$ cat config.mk
export PLATFORM = sky130hd
export DESIGN_NAME = pp_ram_port_contention
export DESIGN_NICKNAME = d
export VERILOG_FILES = /design/src/pp_arb_pkg.sv /design/src/pp_ram_port_contention.sv
export SDC_FILE = /design/constraint.sdc
export NUM_CORES = 1
export LEC_CHECK = 0
export BUFFER_PORTS_ARGS = -buffer_cell sky130_fd_sc_hd__buf_2
export CORE_UTILIZATION = 56
export DETAILED_ROUTE_END_ITERATION = 16
export PLACE_DENSITY_LB_ADDON = 0.15
export SKIP_CTS_REPAIR_TIMING = 1
export SYNTH_ARGS = -nofsm -noshare
export SYNTH_HDL_FRONTEND = slang
export SYNTH_SLANG_ARGS = --single-unit
$ cat constraint.sdc
create_clock -name mclk -period 2.75 [get_ports mclk]
set_input_delay 0.55 -clock mclk [delete_from_list [all_inputs] [get_ports mclk]]
set_output_delay 0.55 -clock mclk [all_outputs]
set_load 0.01 [all_outputs]
$ cat src/pp_arb_pkg.sv
// Constants and types for the parallel processor RAM port arbiter
// Functional notes
// - The device offers one 4 GB byte-addressed space shared by all processors, each address naming one byte.
// - Addresses below 02000000h decode to on-chip memory, 02000000h to FFFFFFFFh to the off-chip interface.
// - In the two-processor variant only one half of a given RAM can be reached per cycle, so two requests to one RAM conflict.
// - Two requests contending for one RAM in the two-processor variant stall one until the other has completed.
// - In the four-processor variant both halves of a RAM are reached in the same cycle with no contention stall.
// - In the two-processor variant every data RAM of a parallel processor is local to it and served by its local port.
// - An access to RAM that is not local to the requester goes over its global port, whichever port the instruction named.
// - A local-port access to non-local RAM paired with a global-port access stalls the instruction for exactly one cycle.
// - One instruction issues a local-port load and a global-port load together, each post-incrementing its own pointer.
package pp_arb_pkg;

  localparam int ADDR_W = 32;
  localparam int STEP_W = 4;
  localparam int PID_W  = 2;

  // -------------------------------------------------------------------
  // Address decode
  // -------------------------------------------------------------------
  localparam logic [ADDR_W-1:0] ONCHIP_TOP = 32'h0200_0000;
  localparam logic [ADDR_W-1:0] DATA_TOP   = 32'h0001_0000;
  localparam logic [ADDR_W-1:0] ADDR_RESET = 32'h0000_0000;
  localparam logic [STEP_W-1:0] STEP_RESET = 4'h0;

  // Two-processor variant: 4K data RAMs, bank key [15:12], half bit 11
  localparam int TWO_KEY_LSB = 12;
  localparam int TWO_HALF    = 11;
  localparam int TWO_PAD_MSB = 14;
  localparam int TWO_PAD_LSB = 13;
  localparam int TWO_PID     = 12;

  // Four-processor variant: 2K data RAMs, bank key [15:11]
  localparam int FOUR_KEY_LSB = 11;
  localparam int FOUR_LOC_TOP = 14;
  localparam int FOUR_PID_LSB = 12;

  localparam int KEY_MSB = 15;

  // -------------------------------------------------------------------
  // Instruction sequencer states
  // -------------------------------------------------------------------
  typedef enum logic [1:0] {
    ST_ISSUE  = 2'b01,
    ST_SECOND = 2'b10
  } state_t;

endpackage

$ cat src/pp_ram_port_contention.sv
// Port routing and RAM contention arbiter for one parallel processor
`timescale 1ns/1ps
module pp_ram_port_contention #(
  parameter bit                        FOUR_PROC = 1'b0,
  parameter logic [pp_arb_pkg::PID_W-1:0] PROC_ID = 2'h0
) (
  input  wire logic                          mclk,
  input  wire logic                          reset,
  input  wire logic                          ptr_load,
  input  wire logic [pp_arb_pkg::ADDR_W-1:0] ptr_load_la,
  input  wire logic [pp_arb_pkg::ADDR_W-1:0] ptr_load_ga,
  input  wire logic                          instr_valid,
  input  wire logic                          loc_en,
  input  wire logic [pp_arb_pkg::STEP_W-1:0] loc_step,
  input  wire logic                          glb_en,
  input  wire logic [pp_arb_pkg::STEP_W-1:0] glb_step,
  output logic                               stall,
  output logic [pp_arb_pkg::ADDR_W-1:0]      la_ptr,
  output logic [pp_arb_pkg::ADDR_W-1:0]      ga_ptr,
  output logic                               lport_valid,
  output logic [pp_arb_pkg::ADDR_W-1:0]      lport_addr,
  output logic                               gport_valid,
  output logic [pp_arb_pkg::ADDR_W-1:0]      gport_addr,
  output logic                               gport_offchip
);

  // -------------------------------------------------------------------
  // Decode functions
  // -------------------------------------------------------------------
  function automatic logic is_offchip(input logic [31:0] a);
    is_offchip = (a >= pp_arb_pkg::ONCHIP_TOP);
  endfunction

  function automatic logic is_local(input logic [31:0] a);
    logic in_data;
    in_data = (a < pp_arb_pkg::DATA_TOP);
    if (FOUR_PROC) begin
      // Bank at 8000h block is borrowed from another processor
      is_local = (a < (32'h1 << pp_arb_pkg::FOUR_LOC_TOP)) &&
                 (a[pp_arb_pkg::FOUR_PID_LSB +: pp_arb_pkg::PID_W]
                  == PROC_ID);
    end else begin
      is_local = in_data &&
                 (a[pp_arb_pkg::TWO_PAD_MSB:pp_arb_pkg::TWO_PAD_LSB]
                  == 2'h0) &&
                 (a[pp_arb_pkg::TWO_PID] == PROC_ID[0]);
    end
  endfunction

  function automatic logic same_ram(input logic [31:0] a,
                                    input logic [31:0] b);
    logic both;
    both = (a < pp_arb_pkg::DATA_TOP) && (b < pp_arb_pkg::DATA_TOP);
    if (FOUR_PROC)
      same_ram = both &&
        (a[pp_arb_pkg::KEY_MSB:pp_arb_pkg::FOUR_KEY_LSB] ==
         b[pp_arb_pkg::KEY_MSB:pp_arb_pkg::FOUR_KEY_LSB]);
    else
      same_ram = both &&
        (a[pp_arb_pkg::KEY_MSB:pp_arb_pkg::TWO_KEY_LSB] ==
         b[pp_arb_pkg::KEY_MSB:pp_arb_pkg::TWO_KEY_LSB]);
  endfunction

  function automatic logic [31:0] bump(input logic [31:0] p,
                                       input logic [3:0]  s);
    bump = p + {28'h0000000, s};
  endfunction

  // -------------------------------------------------------------------
  // State
  // -------------------------------------------------------------------
  pp_arb_pkg::state_t state, next_state;
  logic        held_redir,    next_held_redir;
  logic        held_glb,      next_held_glb;
  logic [3:0]  held_lstep,    next_held_lstep;
  logic [3:0]  held_gstep,    next_held_gstep;
  logic        next_stall;
  logic [31:0] next_la_ptr,   next_ga_ptr;
  logic        next_lport_valid, next_gport_valid, next_gport_offchip;
  logic [31:0] next_lport_addr,  next_gport_addr;

  logic accepted;
  logic redir;
  logic clash_port;
  logic clash_ram;
  logic clash;

  // -------------------------------------------------------------------
  // Routing and contention decision
  // -------------------------------------------------------------------
  always_comb begin
    accepted   = instr_valid && (state == pp_arb_pkg::ST_ISSUE);
    redir      = loc_en && !is_local(la_ptr);
    clash_port = redir && glb_en;
    // Half-bank conflict exists only on the two-processor RAMs
    clash_ram  = !FOUR_PROC && loc_en && !redir && glb_en &&
                 same_ram(la_ptr, ga_ptr);
    clash      = accepted && (clash_port || clash_ram);
  end

  always_comb begin
    next_state         = state;
    next_held_redir    = held_redir;
    next_held_glb      = held_glb;
    next_held_lstep    = held_lstep;
    next_held_gstep    = held_gstep;
    next_stall         = 1'b0;
    next_la_ptr        = la_ptr;
    next_ga_ptr        = ga_ptr;
    next_lport_valid   = 1'b0;
    next_lport_addr    = lport_addr;
    next_gport_valid   = 1'b0;
    next_gport_addr    = gport_addr;
    next_gport_offchip = gport_offchip;
    unique case (state)
      pp_arb_pkg::ST_ISSUE: begin
        if (clash) begin
          // Global-port access goes first, local one waits a cycle
          next_gport_valid   = 1'b1;
          next_gport_addr    = ga_ptr;
          next_gport_offchip = is_offchip(ga_ptr);
          next_held_redir    = redir;
          next_held_glb      = glb_en;
          next_held_lstep    = loc_step;
          next_held_gstep    = glb_step;
          next_stall         = 1'b1;
          next_state         = pp_arb_pkg::ST_SECOND;
        end else if (accepted) begin
          if (loc_en && !redir) begin
            next_lport_valid = 1'b1;
            next_lport_addr  = la_ptr;
          end
          if (redir) begin
            next_gport_valid   = 1'b1;
            next_gport_addr    = la_ptr;
            next_gport_offchip = is_offchip(la_ptr);
          end
          if (glb_en) begin
            next_gport_valid   = 1'b1;
            next_gport_addr    = ga_ptr;
            next_gport_offchip = is_offchip(ga_ptr);
            next_ga_ptr        = bump(ga_ptr, glb_step);
          end
          if (loc_en)
            next_la_ptr = bump(la_ptr, loc_step);
        end else if (ptr_load) begin
          next_la_ptr = ptr_load_la;
          next_ga_ptr = ptr_load_ga;
        end
      end
      pp_arb_pkg::ST_SECOND: begin
        // Held access completes; pointers move only now
        if (held_redir) begin
          next_gport_valid   = 1'b1;
          next_gport_addr    = la_ptr;
          next_gport_offchip = is_offchip(la_ptr);
        end else begin
          next_lport_valid = 1'b1;
          next_lport_addr  = la_ptr;
        end
        next_la_ptr = bump(la_ptr, held_lstep);
        if (held_glb)
          next_ga_ptr = bump(ga_ptr, held_gstep);
        next_state = pp_arb_pkg::ST_ISSUE;
      end
      default: next_state = pp_arb_pkg::ST_ISSUE;
    endcase
  end

  always_ff @(posedge mclk) begin
    if (reset) begin
      state         <= pp_arb_pkg::ST_ISSUE;
      held_redir    <= 1'b0;
      held_glb      <= 1'b0;
      held_lstep    <= pp_arb_pkg::STEP_RESET;
      held_gstep    <= pp_arb_pkg::STEP_RESET;
      stall         <= 1'b0;
      la_ptr        <= pp_arb_pkg::ADDR_RESET;
      ga_ptr        <= pp_arb_pkg::ADDR_RESET;
      lport_valid   <= 1'b0;
      lport_addr    <= pp_arb_pkg::ADDR_RESET;
      gport_valid   <= 1'b0;
      gport_addr    <= pp_arb_pkg::ADDR_RESET;
      gport_offchip <= 1'b0;
    end else begin
      state         <= next_state;
      held_redir    <= next_held_redir;
      held_glb      <= next_held_glb;
      held_lstep    <= next_held_lstep;
      held_gstep    <= next_held_gstep;
      stall         <= next_stall;
      la_ptr        <= next_la_ptr;
      ga_ptr        <= next_ga_ptr;
      lport_valid   <= next_lport_valid;
      lport_addr    <= next_lport_addr;
      gport_valid   <= next_gport_valid;
      gport_addr    <= next_gport_addr;
      gport_offchip <= next_gport_offchip;
    end
  end
endmodule // pp_ram_port_contention

==> results.md <==
* Clock Skews at 0.0143 ns
* DR WL met3 at 4240 µm
* Initial DRC count at 1323
* Register area share after synthesis at 0.289
* Vias per cell at 6.58
* Clk Tree Root Cell: clkbuf_16
* Routed Antenna Nets at 0
* Ys async rst share at 0
* Initial Util at 0.575
* Vias in the first global route at 10700
* Clock slew at reported path FFs at 0.07 ns
* Clk sinks at 144
* Num rows at 48
* Post-Syn Nets at 1398
* Initial antenna violation count at 0
* Warnings, synthesis at 0
* Wire length per cell at 22.0 µm
* Rel. slew slack at 0.528
* Clk_lat worst skew at 0.44 ns
* Synthesis-to-finish area growth at 23.9%
* Min Hold Slack at 0.387 ns
* Max VDD drop at 0.479 mV
* Crit Path Max Fanout at 39
* Critical Path AT at 3.02 ns
* GRT Util Overall at 0.417
* Routability cong. at 1.01
* Pwr/cell area at 651 nW/µm²
* Cell area after synthesis at 9980 µm²
* Peak Freq at 0.373 GHz
* Top cells by area, synth: dfxtp_1, mux2i_1, nor2_1, nand2_1, o21ai_0
* CTS tree: done
* CTS Buffer Depth at 2
* Die area at 18400 µm²
* Die Y at 135 µm
* Yosys cell types at 86
* CP Launch Type: flip-flop
* Worst min-delay path category: in2reg
* Core area at 17400 µm²
* Status: finished clean
* RSZ-0062 raised after global routing: no
* Port Buffers at 209
* Fin crit period at 2.68 ns
* DR vias at 11500
* Largest net degree at the start of global routing at 61
* Synth area leader: dfxtp_1
* H-Tree Level Count at 4
* Ys flop type: dfxtp_1
* Die X at 135 µm
* Syn Inst Count at 1298
* Synth Register Bits at 144
* Final #Nets at 1610
* Ratio of cells with drive above 1 in the final layout at 0.247
* Worst setup EP type: flip-flop
* Post-synth top area share at 0.289
* WS Path Type: reg2reg
* Number of diodes at 0
* Endpoints failing setup at 0
* Met2 routed WL at 17500 µm
* Setup WS pre-CTS at -0.0458 ns
* Avg Cell Area, Syn at 7.69 µm²
* Endpoints failing hold at 0
* Reg2reg setup slack at 0.07 ns
* I/O pin cnt at 210
* Met1 wire length at 14500 µm
* Post-synth EDFFs at 0
* Final period util at 0.975
* Final WS setup at 0.0686 ns
* Overall Power at 8050 µW
* Max Cap Viol at 0
* Gr ovfl total at 0
* Pleak at 0.00554 µW
* DP HPWL at 28100 µm
* DRT Pass-1 Iters at 8
* Post-layout util at 0.713
* DRC at 0
* Top Layer Used: met4
* Critical Path RT at 3.08 ns
* Final Slew Violations at 0
* Clock buffer count from CTS at 17
* First-pass GRT wire length at 58300 µm
* Worst slew pin tran at 0.708 ns
* Final wirelength at 38500 µm
-- cell usage after synthesis (all sizes together), types with 11 or more instances --
master,number
nand4,29
nor3,30
inv,34
and3,12
dfxtp,144
a31oi,16
a221oi,15
nor2,140
mux2i,73
and2,11
buf,45
clkbuf,84
o21ai,85
nor4,30
nor2b,38
xnor2,14
o31ai,19
a211oi,28
mux2,31
a21oi,69
nand2,117
o21a,15
nand3,40
ha,18
-- registers in the layout (all words and copies together) (netlist names) --
register       cells
ga_ptr            32
gport_addr        32
gport_offchip      1
gport_valid        1
held_glb           1
held_gstep         4
held_lstep         4
held_redir         1
la_ptr            32
lport_addr        32
lport_valid        1
stall              1
state              2
-- cells by family after synthesis --
family,synth area share
simple gates,0.241
compound gates,0.241
buf+inv,0.0691
flops,0.289
mux,0.108
xor+xnor,0.0211
fa+ha+maj,0.0306
-- through the flow --
| stage | instance area (µm²) | setup TNS [ns] | instances |
|---|---|---|---|
| 3_5_place_dp | 11800 | -0.126 | 1716 |
| 5_1_grt | 12400 | 0 | 1748 |
| 2_1_floorplan | 9980 | 0 | 1298 |
| 3_3_place_gp | 11800 | -0.0393 | 1716 |
| 4_1_cts | 12400 | 0 | 1748 |
| 6_report | 12400 | 0 | 1748 |
-- critical path, cell delays in order, from the launching register on --
cell	delay, ns
dfxtp_1	0.48
nor4_1	0.34
nand3_1	0.34
o21ai_1	0.36
buf_4	0.19
and3_1	0.21
buf_12	0.22
a31oi_1	0.12
a311oi_1	0.29
-- layout by cell type, fill, tap and decap left out, drive strengths merged, types with 31 or more instances in the layout --
cell / count
a21oi: 69
buf: 322
dfxtp: 144
inv: 45
mux2: 31
mux2i: 73
nand2: 117
nand3: 40
nor2: 140
nor2b: 38
o21ai: 85
-- where the power goes --
group / total [µW] / leakage (µW) / internal (µW) / switching, µW
logic: 3030 / 0.00408 / 1220 / 1810
registers: 2660 / 0.00117 / 2330 / 328
clock network: 2360 / 0.000291 / 1300 / 1070
-- final timing paths --
check               from            end  depth (start not counted)
max           la_ptr[13]     ga_ptr[14]                          8
min          glb_step[2]  held_gstep[2]                          3
max reg2reg   la_ptr[13]     ga_ptr[14]                          8
min reg2reg     held_glb       held_glb                          2
-- area by class of cell --
| type | count | area [µm²] |
|---|---|---|
| clock buffer | 17 | 425 |
| clock inverter | 15 | 163 |
| fill | 1466 | 4990 |
| inverter | 35 | 131 |
| multi-input combinational | 990 | 6450 |
| sequential | 144 | 2880 |
| tap | 225 | 282 |
| timing repair buffer | 322 | 2030 |
-- routing by layer --
metal	up-vias	global-route usage
met2	818	0.668
met5	-	0
met1	5296	0.510
li1	5217	-
met3	165	0.0778
met4	0	0.273
(Power assumes the default switching activity.)
